`config.mk`:
```
export PLATFORM = sky130hd
export DESIGN_NAME = spf_frame
export DESIGN_NICKNAME = d
export VERILOG_FILES = /design/src/spf_frame.v /design/src/spf_prot.v
export VERILOG_INCLUDE_DIRS = /design/src /design/src/src
export SDC_FILE = /design/constraint.sdc
export NUM_CORES = 1
export LEC_CHECK = 0
export BUFFER_PORTS_ARGS = -buffer_cell sky130_fd_sc_hd__buf_2
export CAP_MARGIN = 0
export CORE_AREA = 5 5 116 118
export CTS_CLUSTER_DIAMETER = 40
export CTS_CLUSTER_SIZE = 28
export DETAILED_ROUTE_END_ITERATION = 7
export DIE_AREA = 0 0 121 123
export PLACE_DENSITY = 0.79
export SYNTH_ARGS = -nofsm -noshare
export SYNTH_HDL_FRONTEND = slang
export SYNTH_SLANG_ARGS = --single-unit
```
`constraint.sdc`:
```
create_clock -name clk_i -period 4.5 [get_ports clk_i]
set_input_delay 0.45 -clock clk_i [delete_from_list [all_inputs] [get_ports clk_i]]
set_output_delay 0.45 -clock clk_i [all_outputs]
set_load 0.03 [all_outputs]
```
`src/spf_consts.vh`:
```
// spf_consts.vh: opcodes, status bit positions, reset values and kinds
`ifndef SPF_CONSTS_VH
`define SPF_CONSTS_VH

// opcodes
`define SPF_OP_WRITE_ENABLE_CMD      8'h06
`define SPF_OP_WRITE_DISABLE_CMD      8'h04
`define SPF_OP_VOL_WE    8'h50
`define SPF_OP_RDSR_LO   8'h05
`define SPF_OP_RDSR_HI   8'h35
`define SPF_OP_STATUS_WRITE_CMD      8'h01
`define SPF_OP_READ      8'h03
`define SPF_OP_FREAD     8'h0B
`define SPF_OP_DREAD     8'h3B
`define SPF_OP_DIOREAD   8'hBB
`define SPF_OP_CRMR      8'hFF
`define SPF_OP_PROG      8'h02
`define SPF_OP_DPROG     8'hA2
`define SPF_OP_SE_HALF   8'h8A
`define SPF_OP_SE_4K     8'h20
`define SPF_OP_BE_32K    8'h52
`define SPF_OP_BE_64K    8'hD8
`define SPF_OP_SUSP_A    8'h75
`define SPF_OP_SUSP_B    8'hB0
`define SPF_OP_RESM_A    8'h7A
`define SPF_OP_RESM_B    8'h30

// status word bit positions
`define SPF_SR_WIP       0
`define SPF_SR_WEL       1
`define SPF_SR_BP_LSB    2
`define SPF_SR_SRP_LO    7
`define SPF_SR_SRP_HI    8
`define SPF_SR_SUS_PG    10
`define SPF_SR_LOCK_LSB  11
`define SPF_SR_CMP       14
`define SPF_SR_SUS_ER    15

// reset values of the status fields
`define SPF_RST_BP       5'h00
`define SPF_RST_SRP      2'h0
`define SPF_RST_LOCK     3'h0
`define SPF_RST_CMP      1'b0

// byte counts of the frames
`define SPF_ADDR_BYTES   3'd3
`define SPF_SR8_BYTES    3'd2
`define SPF_SR16_BYTES   3'd3
`define SPF_ERASE_BYTES  3'd4
`define SPF_PROG_MIN     3'd5

// operation kinds handed to the array engine
`define SPF_KIND_PROG    3'd0
`define SPF_KIND_E_HALF  3'd1
`define SPF_KIND_E_4K    3'd2
`define SPF_KIND_E_32K   3'd3
`define SPF_KIND_E_64K   3'd4

`endif

```
`src/spf_frame.v`:
```
// spf_frame.v: serial flash command framing and status/protection register
`timescale 1ns/1ps
`default_nettype none
`include "spf_consts.vh"

module spf_frame (
	// clock and reset
	input  wire        clk_i,
	input  wire        nrst_i,
	// serial pins
	input  wire        cs_n_i,
	input  wire        sclk_i,
	input  wire        si_i,
	input  wire        wp_n_i,
	output reg         so_o,
	output reg         so_oe_o,
	// array engine side
	input  wire        busy_i,
	input  wire        op_done_i,
	input  wire        pwr_cycle_i,
	output reg         op_go_o,
	output reg  [2:0]  op_kind_o,
	output reg  [23:0] op_addr_o,
	output reg  [7:0]  prog_data_o,
	output reg         prog_vld_o,
	output reg         crm_reset_o,
	output reg  [15:0] status_o
);

	// frame states
	localparam [5:0] ST_IDLE = 6'b000001;
	localparam [5:0] ST_OPC  = 6'b000010;
	localparam [5:0] ST_ADDR = 6'b000100;
	localparam [5:0] ST_DATA = 6'b001000;
	localparam [5:0] ST_STAT = 6'b010000;
	localparam [5:0] ST_SINK = 6'b100000;

	////////////////////////////////////////////////////////////////////////
	// pin synchronisers and edge detection

	reg  [3:0] sync1_q;
	reg  [3:0] sync2_q;
	reg  [3:0] dly_q;

	// pins are asynchronous; two stages before any logic looks at them
	always @(posedge clk_i) begin
		if (!nrst_i) begin
			sync1_q <= 4'hF;
			sync2_q <= 4'hF;
			dly_q   <= 4'hF;
		end else begin
			sync1_q <= {wp_n_i, si_i, sclk_i, cs_n_i};
			sync2_q <= sync1_q;
			dly_q   <= sync2_q;
		end
	end

	wire cs_n_s    = sync2_q[0];
	wire sclk_s    = sync2_q[1];
	wire si_s      = sync2_q[2];
	wire wp_n_s    = sync2_q[3];
	wire cs_fall   = ~cs_n_s & dly_q[0];
	wire cs_rise   = cs_n_s & ~dly_q[0];
	wire sclk_rise = sclk_s & ~dly_q[1] & ~cs_n_s;
	wire sclk_fall = ~sclk_s & dly_q[1] & ~cs_n_s;

	////////////////////////////////////////////////////////////////////////
	// framing state

	reg  [5:0]  state_q;
	reg  [7:0]  opc_q;
	reg  [7:0]  shift_q;
	reg  [2:0]  bit_cnt_q;
	reg  [2:0]  byte_cnt_q;
	reg  [23:0] addr_q;
	reg  [7:0]  sr_lo_q;
	reg  [7:0]  sr_hi_q;
	reg  [2:0]  tx_idx_q;
	reg         rd_hi_q;

	// status fields
	reg         wel_q;
	reg         vol_we_q;
	reg  [4:0]  bp_q;
	reg  [1:0]  srp_q;
	reg  [2:0]  lock_q;
	reg         cmp_q;
	reg         sus_er_q;
	reg         sus_pg_q;
	reg  [2:0]  run_kind_q;

	wire        byte_done = sclk_rise & (bit_cnt_q == 3'd7);
	wire [7:0]  new_byte  = {shift_q[6:0], si_s};
	wire        boundary  = (bit_cnt_q == 3'd0);

	// opcode classes
	wire is_prog  = (opc_q == `SPF_OP_PROG) | (opc_q == `SPF_OP_DPROG);
	wire is_erase = (opc_q == `SPF_OP_SE_HALF) | (opc_q == `SPF_OP_SE_4K) |
		(opc_q == `SPF_OP_BE_32K) | (opc_q == `SPF_OP_BE_64K);
	reg  [2:0]  kind;
	wire        prot;

	// operation kind from the opcode
	always @* begin
		case (opc_q)
			`SPF_OP_SE_HALF: kind = `SPF_KIND_E_HALF;
			`SPF_OP_SE_4K:   kind = `SPF_KIND_E_4K;
			`SPF_OP_BE_32K:  kind = `SPF_KIND_E_32K;
			`SPF_OP_BE_64K:  kind = `SPF_KIND_E_64K;
			default:         kind = `SPF_KIND_PROG;
		endcase
	end

	spf_prot u_prot (
		.bp_i   (bp_q),
		.cmp_i  (cmp_q),
		.kind_i (kind),
		.addr_i (addr_q),
		.prot_o (prot)
	);

	////////////////////////////////////////////////////////////////////////
	// protection decisions

	reg sr_unlock;

	// status write lock from the protect pair and the protect pin
	always @* begin
		case (srp_q)
			2'b00:   sr_unlock = 1'b1;
			2'b01:   sr_unlock = wp_n_s;
			2'b10:   sr_unlock = 1'b0;
			default: sr_unlock = 1'b0;
		endcase
	end

	// a write also needs the latch (or, for status, the volatile enable) and an idle array engine
	wire sr_ok  = (wel_q | vol_we_q) & sr_unlock & ~busy_i;
	wire arr_ok = wel_q & ~prot & ~busy_i;
	wire sr8    = boundary & (byte_cnt_q == `SPF_SR8_BYTES);
	wire sr16   = boundary & (byte_cnt_q == `SPF_SR16_BYTES);
	wire one_b  = boundary & (byte_cnt_q == 3'd1);
	wire prog_go  = is_prog & boundary &
		(byte_cnt_q >= `SPF_PROG_MIN) & arr_ok;
	wire erase_go = is_erase & boundary &
		(byte_cnt_q == `SPF_ERASE_BYTES) & arr_ok;
	wire exec     = cs_rise & ~state_q[0];

	////////////////////////////////////////////////////////////////////////
	// frame sequencer: opcode, address and data bytes

	always @(posedge clk_i) begin
		if (!nrst_i) begin
			state_q    <= ST_IDLE;
			opc_q      <= 8'h00;
			shift_q    <= 8'h00;
			bit_cnt_q  <= 3'd0;
			byte_cnt_q <= 3'd0;
			addr_q     <= 24'h00_0000;
			sr_lo_q    <= 8'h00;
			sr_hi_q    <= 8'h00;
			rd_hi_q    <= 1'b0;
		end else if (cs_rise) begin
			// select high ends every frame whatever its state
			state_q <= ST_IDLE;
		end else if (cs_fall) begin
			state_q    <= ST_OPC;
			bit_cnt_q  <= 3'd0;
			byte_cnt_q <= 3'd0;
			opc_q      <= 8'h00;
		end else if (sclk_rise && !state_q[0]) begin
			shift_q   <= new_byte;
			bit_cnt_q <= bit_cnt_q + 3'd1;
			if (byte_done && byte_cnt_q != 3'd7)
				byte_cnt_q <= byte_cnt_q + 3'd1;
			if (byte_done) begin
				case (state_q)
					ST_OPC: begin
						opc_q <= new_byte;
						case (new_byte)
							`SPF_OP_RDSR_LO: begin
								state_q <= ST_SINK;
								rd_hi_q <= 1'b0;
							end
							`SPF_OP_RDSR_HI: begin
								state_q <= ST_SINK;
								rd_hi_q <= 1'b1;
							end
							`SPF_OP_STATUS_WRITE_CMD:    state_q <= ST_STAT;
							`SPF_OP_PROG,
							`SPF_OP_DPROG,
							`SPF_OP_SE_HALF,
							`SPF_OP_SE_4K,
							`SPF_OP_BE_32K,
							`SPF_OP_BE_64K:  state_q <= ST_ADDR;
							default:         state_q <= ST_SINK;
						endcase
					end
					ST_ADDR: begin
						// address comes msb byte first
						addr_q <= {addr_q[15:0], new_byte};
						if (byte_cnt_q == `SPF_ADDR_BYTES)
							state_q <= ST_DATA;
					end
					ST_STAT: begin
						if (byte_cnt_q == 3'd1)
							sr_lo_q <= new_byte;
						if (byte_cnt_q == 3'd2)
							sr_hi_q <= new_byte;
					end
					ST_DATA: ;
					ST_SINK: ;
					default: state_q <= ST_IDLE;
				endcase
			end
		end
	end

	////////////////////////////////////////////////////////////////////////
	// status register fields and command execution at select high

	always @(posedge clk_i) begin
		if (!nrst_i) begin
			wel_q    <= 1'b0;
			vol_we_q <= 1'b0;
			bp_q     <= `SPF_RST_BP;
			srp_q    <= `SPF_RST_SRP;
			lock_q   <= `SPF_RST_LOCK;
			cmp_q    <= `SPF_RST_CMP;
			sus_er_q <= 1'b0;
			sus_pg_q <= 1'b0;
		end else begin
			// clears first, so a set in the same cycle wins
			if (op_done_i || pwr_cycle_i)
				wel_q <= 1'b0;
			if (pwr_cycle_i) begin
				vol_we_q <= 1'b0;
				sus_er_q <= 1'b0;
				sus_pg_q <= 1'b0;
				if (srp_q == 2'b10)
					srp_q <= 2'b00;
			end
			if (exec && opc_q == `SPF_OP_WRITE_DISABLE_CMD && one_b)
				wel_q <= 1'b0;
			if (exec && opc_q == `SPF_OP_WRITE_ENABLE_CMD && one_b)
				wel_q <= 1'b1;
			if (exec && opc_q == `SPF_OP_VOL_WE && one_b)
				vol_we_q <= 1'b1;
			// status write; bits 15, 10, 9, 1 and 0 are not writable
			if (exec && state_q == ST_STAT && (sr8 || sr16) && sr_ok) begin
				bp_q     <= sr_lo_q[6:2];
				srp_q[0] <= sr_lo_q[7];
				wel_q    <= 1'b0;
				vol_we_q <= 1'b0;
				if (sr8) begin
					cmp_q <= 1'b0;
				end else begin
					srp_q[1] <= sr_hi_q[0];
					lock_q   <= lock_q | sr_hi_q[5:3];
					cmp_q    <= sr_hi_q[6];
				end
			end
			if (exec && (prog_go || erase_go))
				wel_q <= 1'b0;
			// suspend only means something while the engine is busy
			if (exec && one_b && busy_i && (opc_q == `SPF_OP_SUSP_A ||
				opc_q == `SPF_OP_SUSP_B)) begin
				if (run_kind_q == `SPF_KIND_PROG)
					sus_pg_q <= 1'b1;
				else
					sus_er_q <= 1'b1;
			end
			if (exec && one_b && (opc_q == `SPF_OP_RESM_A ||
				opc_q == `SPF_OP_RESM_B)) begin
				sus_er_q <= 1'b0;
				sus_pg_q <= 1'b0;
			end
		end
	end

	////////////////////////////////////////////////////////////////////////
	// requests to the array engine

	always @(posedge clk_i) begin
		if (!nrst_i) begin
			op_go_o     <= 1'b0;
			op_kind_o   <= `SPF_KIND_PROG;
			op_addr_o   <= 24'h00_0000;
			run_kind_q  <= `SPF_KIND_PROG;
			prog_data_o <= 8'h00;
			prog_vld_o  <= 1'b0;
			crm_reset_o <= 1'b0;
		end else begin
			op_go_o     <= 1'b0;
			prog_vld_o  <= 1'b0;
			crm_reset_o <= 1'b0;
			// data bytes go out as taken; only op_go commits them
			if (sclk_rise && byte_done && state_q == ST_DATA && is_prog &&
				!cs_rise) begin
				prog_data_o <= new_byte;
				prog_vld_o  <= 1'b1;
			end
			if (exec && (prog_go || erase_go)) begin
				op_go_o    <= 1'b1;
				op_kind_o  <= kind;
				op_addr_o  <= addr_q;
				run_kind_q <= kind;
			end
			if (exec && opc_q == `SPF_OP_CRMR && one_b)
				crm_reset_o <= 1'b1;
		end
	end

	////////////////////////////////////////////////////////////////////////
	// status read output and status word

	wire [15:0] sr_word = {sus_er_q, cmp_q, lock_q, sus_pg_q, 1'b0,
		srp_q[1], srp_q[0], bp_q, wel_q, busy_i};
	wire [7:0]  rd_byte = rd_hi_q ? sr_word[15:8] : sr_word[7:0];
	wire        rd_act  = (opc_q == `SPF_OP_RDSR_LO) |
		(opc_q == `SPF_OP_RDSR_HI);

	// bits shift out on falling edges; the byte is re-read each pass
	always @(posedge clk_i) begin
		if (!nrst_i) begin
			so_o     <= 1'b0;
			so_oe_o  <= 1'b0;
			tx_idx_q <= 3'd0;
			status_o <= 16'h0000;
		end else begin
			status_o <= sr_word;
			if (cs_rise || cs_fall) begin
				so_oe_o  <= 1'b0;
				tx_idx_q <= 3'd0;
			end else if (sclk_fall && state_q == ST_SINK && rd_act) begin
				so_o     <= rd_byte[3'd7 - tx_idx_q];
				so_oe_o  <= 1'b1;
				tx_idx_q <= tx_idx_q + 3'd1;
			end
		end
	end

endmodule
`default_nettype wire

```
`src/spf_prot.v`:
```
// spf_prot.v: block-protect area decode and overlap check for one operation
`timescale 1ns/1ps
`default_nettype none
`include "spf_consts.vh"

module spf_prot (
	// protection setting
	input  wire [4:0]  bp_i,
	input  wire        cmp_i,
	// operation
	input  wire [2:0]  kind_i,
	input  wire [23:0] addr_i,
	// result
	output reg         prot_o
);

	// all ranges are in 4KB units, 128 units cover the array
	reg  [7:0] size;
	reg        all;
	reg  [7:0] lo;
	reg  [7:0] hi;
	reg  [7:0] s;
	reg  [7:0] e;
	wire [7:0] u = {1'b0, addr_i[18:12]};

	// protected range from the block-protect bits
	always @* begin
		size = 8'h00;
		all  = 1'b0;
		if (bp_i[2:0] == 3'b000) begin
			size = 8'h00;
		end else if (!bp_i[4]) begin
			if (bp_i[2])
				all = 1'b1;
			else
				size = 8'h08 << bp_i[1:0];
		end else begin
			case (bp_i[2:0])
				3'b001:  size = 8'h01;
				3'b010:  size = 8'h02;
				3'b011:  size = 8'h04;
				3'b111:  all  = 1'b1;
				default: size = 8'h08;
			endcase
		end
		lo = bp_i[3] ? 8'h00 : (8'h80 - size);
		hi = bp_i[3] ? size : 8'h80;
		if (all) begin
			lo = 8'h00;
			hi = 8'h80;
		end
	end

	// range touched by the operation; erase blocks are aligned
	always @* begin
		case (kind_i)
			`SPF_KIND_E_32K: s = {u[7:3], 3'b000};
			`SPF_KIND_E_64K: s = {u[7:4], 4'b0000};
			default:         s = u;
		endcase
		case (kind_i)
			`SPF_KIND_E_32K: e = s + 8'h08;
			`SPF_KIND_E_64K: e = s + 8'h10;
			default:         e = s + 8'h01;
		endcase
		// complement protects everything outside the range
		if (cmp_i)
			prot_o = (s < lo) || (e > hi);
		else
			prot_o = (s < hi) && (e > lo);
	end

endmodule
`default_nettype wire

```
==> results of run 1 <==
[cell usage after synthesis (all sizes together) (5+ instances only)]
| library cell | instances |
|---|---|
| ha | 44 |
| and2 | 13 |
| nor2b | 17 |
| nor2 | 98 |
| xnor2 | 6 |
| nor3 | 22 |
| mux2i | 57 |
| a22oi | 5 |
| buf | 10 |
| nand4b | 6 |
| o21ai | 18 |
| nand2 | 152 |
| a31oi | 11 |
| nand3 | 20 |
| nor4b | 5 |
| nand2b | 18 |
| dfxtp | 146 |
| a21oi | 62 |
| inv | 20 |
| clkbuf | 45 |
| and3 | 5 |
| nand4 | 9 |
[power groups by stage]
stage / Combinational [mW] / Clock, mW / Sequential, mW
global placement: 0.0599 / 0 / 1.33
floorplan: 0.0447 / 0 / 1.33
CTS: 0.0607 / 1.49 / 1.30
finish: 0.0605 / 1.47 / 1.30
global route: 0.0670 / 1.55 / 1.31
detailed placement: 0.0603 / 0 / 1.33
[state kept, by name, indices dropped and copies added, names as in the netlist, 2 cells and up]
signal and cells:
sync2_q 4, run_kind_q 3, bit_cnt_q 3, sr_lo_q 6, tx_idx_q 3, op_addr_o 24, bp_q 5, lock_q 3
srp_q 2, shift_q 7, sync1_q 4, state_q 6, opc_q 8, prog_data_o 8, byte_cnt_q 3, sr_hi_q 5
dly_q 2, status_o 15, addr_q 24
[per-stage QoR]
stage	hold WS, ns	worst slack, ns	area [um^2]	utilization, %	total power, mW
floorplan	0.3863	0.6836	7233	-	1.377
global placement	0.3887	0.4981	7610	61.55	1.393
detailed placement	0.3952	0.4101	7610	61.55	1.394
CTS	0.1874	0.3942	8228	66.55	2.855
global route	0.1997	0.1141	8228	66.55	2.923
finish	0.2071	0.4040	8228	66.55	2.832
[area by class of cell]
type / count / area [um^2] / share of cell area [%]
tap: 172 / 215.2 / 2.616
clock inverter: 13 / 175.2 / 2.129
inverter: 21 / 78.83 / 0.9580
sequential: 146 / 2923 / 35.52
clock buffer: 19 / 442.9 / 5.383
timing repair buffer: 71 / 387.9 / 4.714
multi-input combinational: 638 / 4005 / 48.68
[cells by family (layout without fill, tap and decap cells)]
group,after synthesis,in the layout,synth area share [%]
XOR/XNOR,8,8,0.9687
multiplexers,63,63,9.445
AO/OA/AOI/OAI,131,131,10.92
buffers and inverters,76,124,4.411
AND/OR/NAND/NOR,391,391,26.19
flip-flops,146,146,40.41
other,1,1,0.05184
adder cells (fa/ha/maj),44,44,7.611
[placed cells by master, fill, tap and decap left out, types with 6 or more instances in the layout]
cell,synthesis,routed
nand3_1,20,20
inv_1,20,19
xnor2_1,6,6
nor3_1,20,20
o21ai_0,18,18
mux2i_1,57,57
buf_2,6,63
nand2_1,152,152
nor2_1,98,98
clkbuf_16,0,17
buf_4,1,7
nand4_1,9,9
a31oi_1,11,11
dfxtp_1,146,146
a21oi_1,62,62
ha_1,44,44
nor2b_1,17,17
nand2b_1,18,18
nand4b_1,6,6
and2_1,13,13
[routing by layer]
layer	GRT usage [%]	vias up
met5	0	-
met4	8.215	0
met3	5.078	32
met2	38.87	190
met1	31.56	2894
li1	-	3048
[critical path, delay by kind of cell, from the launching register on]
kind	cells	cell delay, ns
AO/OA/AOI/OAI	7	1.16
multiplexers	1	0.22
adder cells (fa/ha/maj)	2	0.54
buffers and inverters	1	0.24
XOR/XNOR	1	0.18
AND/OR/NAND/NOR	4	1.28
flip-flops	1	0.38
[path summary, 6_finish.rpt]
check / startpoint / endpoint / slack (ns) / depth (start not counted)
setup / recovery: opc_q[0] / op_addr_o[13] / 0.40 / 16
hold / removal: si_i / sync1_q[2] / 0.21 / 2
setup reg to reg: opc_q[0] / op_addr_o[13] / 0.40 / 16
hold reg to reg: sync1_q[2] / sync2_q[2] / 0.41 / 1
==> results.ini, run 1 <==
[place]
io_buffers=63
dp_hpwl_mm=11.67
placed_cells=1048
gp_congestion=0.9794

[route]
wl_met1_mm=7.812
drtIter0Drc=467
dr.max_layer_used=met4
wl_met2_mm=8.120
via_count=6164
dr_wl_met3_um=966
drt-total-wl_mm=17.21
wl_per_cell_um=15.94
final_antenna_net_count=0
drtPass1Iterations=5
drcViolationCount=0
vias_per_cell=5.707

[worst_setup_path]
critPathMaxFanout=28
slowest_stage=or4_1
crit_path_max_incr_delay_ns=0.58
arrival_ns=4.44
worstPathCellList=or2_2 > or4_1 > and3_1 > ha_1 > nand2_1 > a21boi_0 > o21ai_0 > xnor2_1 > ha_1 > a21o_1 > a21oi_1 > o31ai_1 > a211o_1 > o22ai_4 > buf_12 > mux2i_1
critical_path_class=flip-flop to flip-flop
start_kind=flip-flop
required_ns=4.85
setup.worst_path.end_class=flip-flop
cp_common_cell=ha_1

[logic_synthesis]
ys_seq_area_share_pct=40.41
ys_top_cells_by_area=dfxtp_1 (40%), mux2i_1 (7.9%), nand2_1 (7.9%), ha_1 (7.6%), nor2_1 (5.1%)
synth_nets=913
ys_ff_latch=146
synth.distinct_cells=61
dominantRegCellSynth=dfxtp_1
avgSynthCellArea_um2=8.411
async_flop_share_pct=0
synth_cells=860
synth_area_um2=7233
synth_edf_count=0
netlist.area_leader.share_pct=40.41
synth_top_cell_by_area=dfxtp_1
yosys_warnings=0

[sta]
setup-tns-final_ns=0
skew_ns=0.006816
rsz0062_at_grt=no
finalCriticalPeriod_ns=4.096
relSlewSlack_pct=30.28
worst_pin_slew_ns=1.043
setup_viol=0
final-max-slew-violation-count=0
hold_violations=0
finalCritPeriodShare_pct=91.02
max_freq_ghz=0.2441

[global_routing]
grt_pass1_wl_mm=28.15
grt_max_degree=81
track_usage_pct=23.85
overflow=0
antenna_found_initial=0
grt_pass1_vias=5679

[power]
p_int_mw=2.210
p_per_area_nw_per_um2=344.3
ir_drop_mv=0.3503
clkPwrFrac_pct=51.8
comb_power_share_pct=2.1
switching_share_pct=21.98
switchingPower_mw=0.6226
power_leakage_nw=3.201
seq_power_share_pct=46.1

[die]
io_pins=65
die_y_um=123
fp.dieW_um=121
fp-row-count=41
start_util_pct=58.51
die-area_um2=14880
core_area_um2=12360

[outcome]
status=finished, final reports clean

[finish]
drive_above_1_share_pct=13.55
diodes=0
final_cells=1080
nNetsFinal=948
area.growth.synth_to_final_pct=13.75
n_fill_cell=1037

[clocking]
clkLatencyLatePin_ns=0.43
htreeDepth=4
cts_hold_buf=0
cts_resized=0
post_cts_buffers=0
cts-root-buf=clkbuf_16
numCtsBuffers=17
clockBufferDepth=2
clk_pin_slew_worst_paths_ns=0.06
cts_tree=built
cts_sinks=146

[worst_hold_path]
min_path_type=input pin to flip-flop

[run]
drv_cap=0

Power figures use the tool's default switching activity.
==> run 2: changes to the inputs <==
--- a/config.mk
+++ b/config.mk
@@ -8,12 +8,13 @@
 export LEC_CHECK = 0
 export BUFFER_PORTS_ARGS = -buffer_cell sky130_fd_sc_hd__buf_2
 export CAP_MARGIN = 0
-export CORE_AREA = 5 5 116 118
+export CORE_AREA = 5 5 122 124
 export CTS_CLUSTER_DIAMETER = 40
 export CTS_CLUSTER_SIZE = 28
 export DETAILED_ROUTE_END_ITERATION = 7
-export DIE_AREA = 0 0 121 123
-export PLACE_DENSITY = 0.79
+export DIE_AREA = 0 0 127 129
+export PLACE_DENSITY = 0.74
 export SYNTH_ARGS = -nofsm -noshare
 export SYNTH_HDL_FRONTEND = slang
+export SYNTH_HIERARCHICAL = 1
 export SYNTH_SLANG_ARGS = --single-unit
==> results.ini, run 2 <==
[logic_synthesis]
synth_area_um2=7351  ; +1.6%
yosysMostFrequentCell=dfxtp_1
dominantRegCellSynth=dfxtp_1
synth_cells=855  ; -0.58%
netlist.area_leader.share_pct=39.76  ; -0.65 points
yosys_warnings=6  ; +6
synth_edf_count=0  ; unchanged
ys_seq_area_share_pct=39.76  ; -0.65 points
avgSynthCellArea_um2=8.597  ; +2.2%
synth_top_cell_by_area=dfxtp_1
netlist_top_cells_count=dfxtp_1 (146), nand2_1 (99), a21oi_1 (87)
ys_ff_latch=146  ; unchanged
async_flop_share_pct=0  ; unchanged
synth.distinct_cells=80  ; +31%
synth_nets=908  ; -0.55%
ys_top_cells_by_area=dfxtp_1 (40%), ha_1 (7.5%), a21oi_1 (5.9%), nand2_1 (5.1%), mux2i_1 (3.8%)

[worst_setup_path]
setup.worst_path.end_class=flip-flop
arrival_ns=4.85  ; +0.41 ns
required_ns=4.78  ; -0.07 ns
cp.buffers_inverters=3  ; +2
worstPathCellList=nor4_1 > a32o_2 > and2_4 > buf_4 > nand2_1 > o21a_1 > and2_4 > ha_4 > nand2_1 > a21oi_2 > xor2_1 > ha_1 > a21o_1 > a221oi_2 > a41oi_1 > a32oi_1 > o21ai_1 > nor4_2 > buf_4 > o21ai_4 > clkbuf_16 > o21ai_1 > a21oi_2
critical_path_class=flip-flop to flip-flop
crit_path_max_incr_delay_ns=0.36  ; -0.22 ns
critPathMaxFanout=7  ; -75%
slowest_stage=dfxtp_1
start_kind=flip-flop
cp_top_family=compound AO/OA/AOI/OAI gates

[clocking]
cts_tree=built
numCtsBuffers=17  ; unchanged
cts-root-buf=clkbuf_16
clockBufferDepth=2  ; unchanged
htreeDepth=4  ; unchanged
clkLatencyLatePin_ns=0.43  ; about the same
cts_sinks=146  ; unchanged
cts_hold_buf=0  ; unchanged
clk_pin_slew_worst_paths_ns=0.06  ; about the same

[finish]
diodes=0  ; unchanged
final_cell_mix=dfxtp_1 (142), nand2_1 (98), a21oi_1 (84)
area.growth.synth_to_final_pct=18.55
fin_util_pct=63.77  ; -2.8 points
reg.largest.list=addr_q: 24 flops, op_addr_o: 24 flops, status_o: 15 flops
nNetsFinal=975  ; +2.8%
final_common_cell=dfxtp_1
drive_above_1_share_pct=21.28  ; +7.7 points

[outcome]
failed_checks=negative setup slack
status=complete, but fails checks

[die]
die-area_um2=16380  ; +10%
io_pins=65  ; unchanged
fp-row-count=43  ; +4.9%
core_area_um2=13670  ; +11%
die_y_um=129  ; +4.9%
fp.dieW_um=127  ; +5.0%
start_util_pct=53.79  ; -4.7 points

[sta]
setup_viol=18  ; +18
relSlewSlack_pct=35.09  ; +4.8 points
finalCriticalPeriod_ns=4.570  ; +0.4742 ns
hold_violations=0  ; unchanged
final-max-slew-violation-count=0  ; unchanged
worst_slack_ns=-0.07019  ; -0.4742 ns
finalCritPeriodShare_pct=101.6  ; +11 points
worst_pin_slew_ns=0.9737  ; -0.06903 ns
skew_ns=0.009935  ; +0.003119 ns
max_freq_ghz=0.2188  ; -10%
rsz0062_at_grt=yes

[route]
drcViolationCount=0  ; unchanged
drtIter0Drc=609  ; +30%
wl_per_cell_um=17.39  ; +9.1%
drtPass1Iterations=5  ; unchanged
final_antenna_net_count=0  ; unchanged
drt-total-wl_mm=19.39  ; +13%
via_count=6642  ; +7.8%
vias_per_cell=5.957  ; +4.4%

[place]
gp_congestion=0.8904  ; -9.1%
io_buffers=63  ; unchanged
dp_slack_ns=-0.07104  ; -0.4811 ns
dp_hpwl_mm=12.67  ; +8.6%

[global_routing]
antenna_found_initial=0  ; unchanged
grt_pass1_wl_mm=30.09  ; +6.9%
track_usage_pct=22.64  ; -1.2 points
grt_max_degree=58  ; -28%
overflow=0  ; unchanged
grt_pass1_vias=5977  ; +5.2%

[run]
drv_cap=0  ; unchanged

[worst_hold_path]
min_path_type=input pin to flip-flop

[power]
p_per_area_nw_per_um2=308.2  ; -10%
ir_drop_mv=0.2372  ; -32%
power_leakage_nw=3.512  ; +9.7%

## run 2: cell types whose count changed in the layout (fill, tap and decap cells not counted), moves of 19 or more
cell     change
nor2_1      -41
nand3_1     +34
a21oi_1     +22
buf_4       +34
mux2i_1     -29
o21ai_1     +19
nand2_1     -54
## run 2: final timing paths
kind              depth (start not counted)            to  slack [ns]       start
setup reg to reg                         23  op_addr_o[5]       -0.07    opc_q[1]
hold / removal                            2    sync1_q[1]        0.20      sclk_i
setup / recovery                         23  op_addr_o[5]       -0.07    opc_q[1]
hold reg to reg                           1    sync2_q[3]        0.40  sync1_q[3]
## run 2: cell families (layout without fill, tap and decap cells)
group / Yosys count / after routing / share of synthesized area [%]
AO/OA/AOI/OAI: 193 / 193 / 16.14
XOR/XNOR: 10 / 10 / 1.192
adder cells (fa/ha/maj): 44 / 44 / 7.489
buffers and inverters: 81 / 161 / 4.953
flip-flops: 146 / 146 / 39.76
multiplexers: 32 / 32 / 4.885
other: 1 / 1 / 0.05101
AND/OR/NAND/NOR: 348 / 348 / 25.53
## run 2: layout make-up
cell class	count	area, um^2
flip-flops and latches	146	2930
clock inverters	13	111.4
inverters	19	71.32
clock buffers	19	442.9
multi-input cells	628	4198
repair buffers	110	735.7
fillers	1192	4951
well taps	180	225.2
## run 2: metrics by stage
stage | total power [mW] | hold WS (ns) | area (um^2) | std cells | TNS [ns]
after floorplan | 1.373 | 0.3863 | 7432 | 855 | 0
after global placement | 1.388 | 0.3920 | 7934 | 1070 | 0
after detailed placement | 1.388 | 0.3922 | 7934 | 1070 | -1.193
after CTS | 2.705 | 0.1882 | 8489 | 1102 | 0
after global routing | 2.772 | 0.2109 | 8715 | 1115 | -5.840
final | 2.686 | 0.2028 | 8715 | 1115 | -0.3648
## run 2: report_power, final
part | internal [mW] | total (mW) | switching, mW | leakage (nW)
Sequential | 1.30 | 1.30 | 0.00579 | 1.18
Clock | 0.772 | 1.33 | 0.554 | 0.265
Combinational | 0.0144 | 0.0564 | 0.0420 | 2.07
## run 2: routing by layer
| layer | track usage (%) | routed length, um | vias up |
|---|---|---|---|
| li1 | - | - | 3167 |
| met1 | 30.39 | 8615 | 3216 |
| met2 | 37.08 | 9362 | 226 |
| met3 | 4.857 | 1105 | 33 |
| met5 | 0 | 0 | - |
| met4 | 6.372 | 305 | 0 |
## run 2: what timing repair did
item / CTS / global route
gates cloned: 0 / 4
endpoints found under the setup margin: 26 / 28
pin swaps: 1 / 11
resized for setup: 1 / 37
buffers inserted: 0 / 9
==> run 3: changes to the inputs <==
--- a/config.mk
+++ b/config.mk
@@ -14,6 +14,7 @@
 export DETAILED_ROUTE_END_ITERATION = 7
 export DIE_AREA = 0 0 127 129
 export PLACE_DENSITY = 0.74
+export SKIP_CTS_REPAIR_TIMING = 1
 export SYNTH_ARGS = -nofsm -noshare
 export SYNTH_HDL_FRONTEND = slang
 export SYNTH_HIERARCHICAL = 1
==> results.ini, run 3 (synthesized netlist as in run 2, its figures left out) <==
[outcome]
status=complete, but fails checks
failed_checks=negative setup slack

[worst_setup_path]
cp_common_cell=a21oi_1
worstPathCellList=and3b_2 > a32o_2 > and2_4 > or3b_4 > and2_4 > ha_4 > nand4_1 > xor2_2 > a21oi_1 > a21oi_1 > a21oi_2 > ha_2 > a21o_1 > a221oi_2 > a41oi_2 > a32oi_1 > o21ai_1 > nor4_2 > o21a_2 > clkbuf_16 > nand3_4 > a21oi_1
critPathMaxFanout=7  ; unchanged
critical_path_class=flip-flop to flip-flop
crit_path_max_incr_delay_ns=0.41  ; +0.05 ns
setup.worst_path.end_class=flip-flop
slowest_stage=or3b_4
start_kind=flip-flop
arrival_ns=4.92  ; +0.07 ns
required_ns=4.85  ; +0.07 ns

[finish]
final_cell_mix=dfxtp_1 (142), nand2_1 (98), a21oi_1 (78)
diodes=0  ; unchanged
final_common_cell=dfxtp_1
nNetsFinal=973  ; -0.21%
drive_above_1_share_pct=22.83  ; +1.5 points
seqCellArea_um2=2930  ; unchanged
area.growth.synth_to_final_pct=19.51
multi_input_area_um2=4287  ; +2.1%
reg.largest.list=addr_q: 24 flops, op_addr_o: 24 flops, status_o: 15 flops
n_fill_cell=1182  ; -0.84%

[power]
seq_power_share_pct=48.5  ; about the same
ir_drop_mv=0.2476  ; +4.4%
p_per_area_nw_per_um2=306.2  ; -0.63%
switching_share_pct=22.53  ; +0.14 points
power_leakage_nw=3.499  ; -0.38%
clkPwrFrac_pct=49.4  ; about the same
p_int_mw=2.084  ; about the same
switchingPower_mw=0.6061  ; +0.77%
comb_power_share_pct=2.1  ; about the same

[clocking]
cts_tree=built
numCtsBuffers=17  ; unchanged
clockBufferDepth=2  ; unchanged
cts_sinks=146  ; unchanged
htreeDepth=4  ; unchanged
clk_pin_slew_worst_paths_ns=0.06  ; about the same
cts-root-buf=clkbuf_16
clkLatencyLatePin_ns=0.43  ; about the same

[global_routing]
overflow=0  ; unchanged
track_usage_pct=22.64  ; unchanged
antenna_found_initial=0  ; unchanged
met3_usage_pct=4.857  ; unchanged
grt_use_met2_pct=37.08  ; unchanged
grt_max_degree=58  ; unchanged
grt_pass1_wl_mm=30.08  ; about the same
grt_pass1_vias=5977  ; unchanged
grt-busiest-layer=met2
grt_use_met1_pct=30.39  ; unchanged

[die]
start_util_pct=53.79  ; unchanged
io_pins=65  ; unchanged
die-area_um2=16380  ; unchanged
die_y_um=129  ; unchanged
fp.dieW_um=127  ; unchanged
fp-row-count=43  ; unchanged
core_area_um2=13670  ; unchanged

[run]
drv_cap=0  ; unchanged

[sta]
setup-tns-final_ns=-1.115  ; -0.7503 ns
hold_violations=0  ; unchanged
max_freq_ghz=0.2185  ; -0.13%
hold_ws_ns=0.2010  ; -0.001781 ns
skew_ns=0.008581  ; -0.001355 ns
setup_viol=26  ; +8
rsz0062_at_grt=yes
worst_pin_slew_ns=1.161  ; +0.1871 ns
worst_slack_ns=-0.07623  ; -0.006042 ns
finalCriticalPeriod_ns=4.576  ; +0.006042 ns
finalCritPeriodShare_pct=101.7  ; +0.13 points
relSlewSlack_pct=22.61  ; -12 points
final-max-slew-violation-count=0  ; unchanged

[route]
wl_per_cell_um=17.21  ; -1.0%
final_antenna_net_count=0  ; unchanged
drt-total-wl_mm=19.16  ; -1.2%
via_count=6524  ; -1.8%
vias_per_cell=5.862  ; -1.6%
drtPass1Iterations=6  ; +1
drtIter0Drc=591  ; -3.0%
drcViolationCount=0  ; unchanged

[place]
gp_congestion=0.8904  ; unchanged
io_buffers=63  ; unchanged
dp_hpwl_mm=12.67  ; unchanged

[worst_hold_path]
min_path_type=input pin to flip-flop

[run 3: metrics by stage]
| step | power [mW] | setup slack [ns] | std cells | instance area, um^2 | utilization [%] |
|---|---|---|---|---|---|
| 6_report | 2.690 | -0.07623 | 1113 | 8785 | 64.28 |
| 5_1_grt | 2.772 | -0.3051 | 1113 | 8785 | 64.28 |
| 4_1_cts | 2.705 | -0.1123 | 1102 | 8488 | 62.11 |
| 3_5_place_dp | 1.388 | -0.07104 | 1070 | 7934 | 58.06 |
| 3_3_place_gp | 1.388 | 0.07219 | 1070 | 7934 | 58.06 |
| 2_1_floorplan | 1.373 | 0.009688 | 855 | 7432 | - |
[run 3: worst paths after layout]
check	startpoint	to	slack (ns)	depth (start not counted)
setup / recovery	opc_q[6]	op_addr_o[22]	-0.08	22
hold / removal	sclk_i	sync1_q[1]	0.20	2
setup reg to reg	opc_q[6]	op_addr_o[22]	-0.08	22
hold reg to reg	sync1_q[3]	sync2_q[3]	0.40	1
[run 3: layer usage]
metal	part of all wire (%)	up-vias	wire [um]
met1	45	3118	8550
met3	5.6	32	1078
met5	0	-	0
met4	1.7	0	330
met2	48	206	9198
li1	-	3168	-
[run 3: power groups by stage]
stage	clock network, mW	registers, mW	logic, mW
6_report	1.33	1.30	0.0566
5_1_grt	1.41	1.30	0.0621
4_1_cts	1.35	1.30	0.0558
3_5_place_dp	0	1.33	0.0554
3_3_place_gp	0	1.33	0.0556
2_1_floorplan	0	1.33	0.0411
[run 3: area by class of cell]
| type | instances | share of cell area (%) |
|---|---|---|
| Tap cell | 180 | 2.564 |
| Sequential cell | 146 | 33.36 |
| Inverter | 19 | 0.8118 |
| Multi-Input combinational cell | 628 | 48.80 |
| Clock inverter | 13 | 1.268 |
| Timing Repair Buffer | 108 | 8.161 |
| Clock buffer | 19 | 5.042 |
[run 3: worst max-delay path: cells and delay by family, from the launching register on]
kind | cells | cell delay, ns
buffers and inverters | 1 | 0.22
flip-flops | 1 | 0.36
XOR/XNOR | 1 | 0.21
AND/OR/NAND/NOR | 7 | 1.44
adder cells (fa/ha/maj) | 2 | 0.32
AO/OA/AOI/OAI | 11 | 1.94
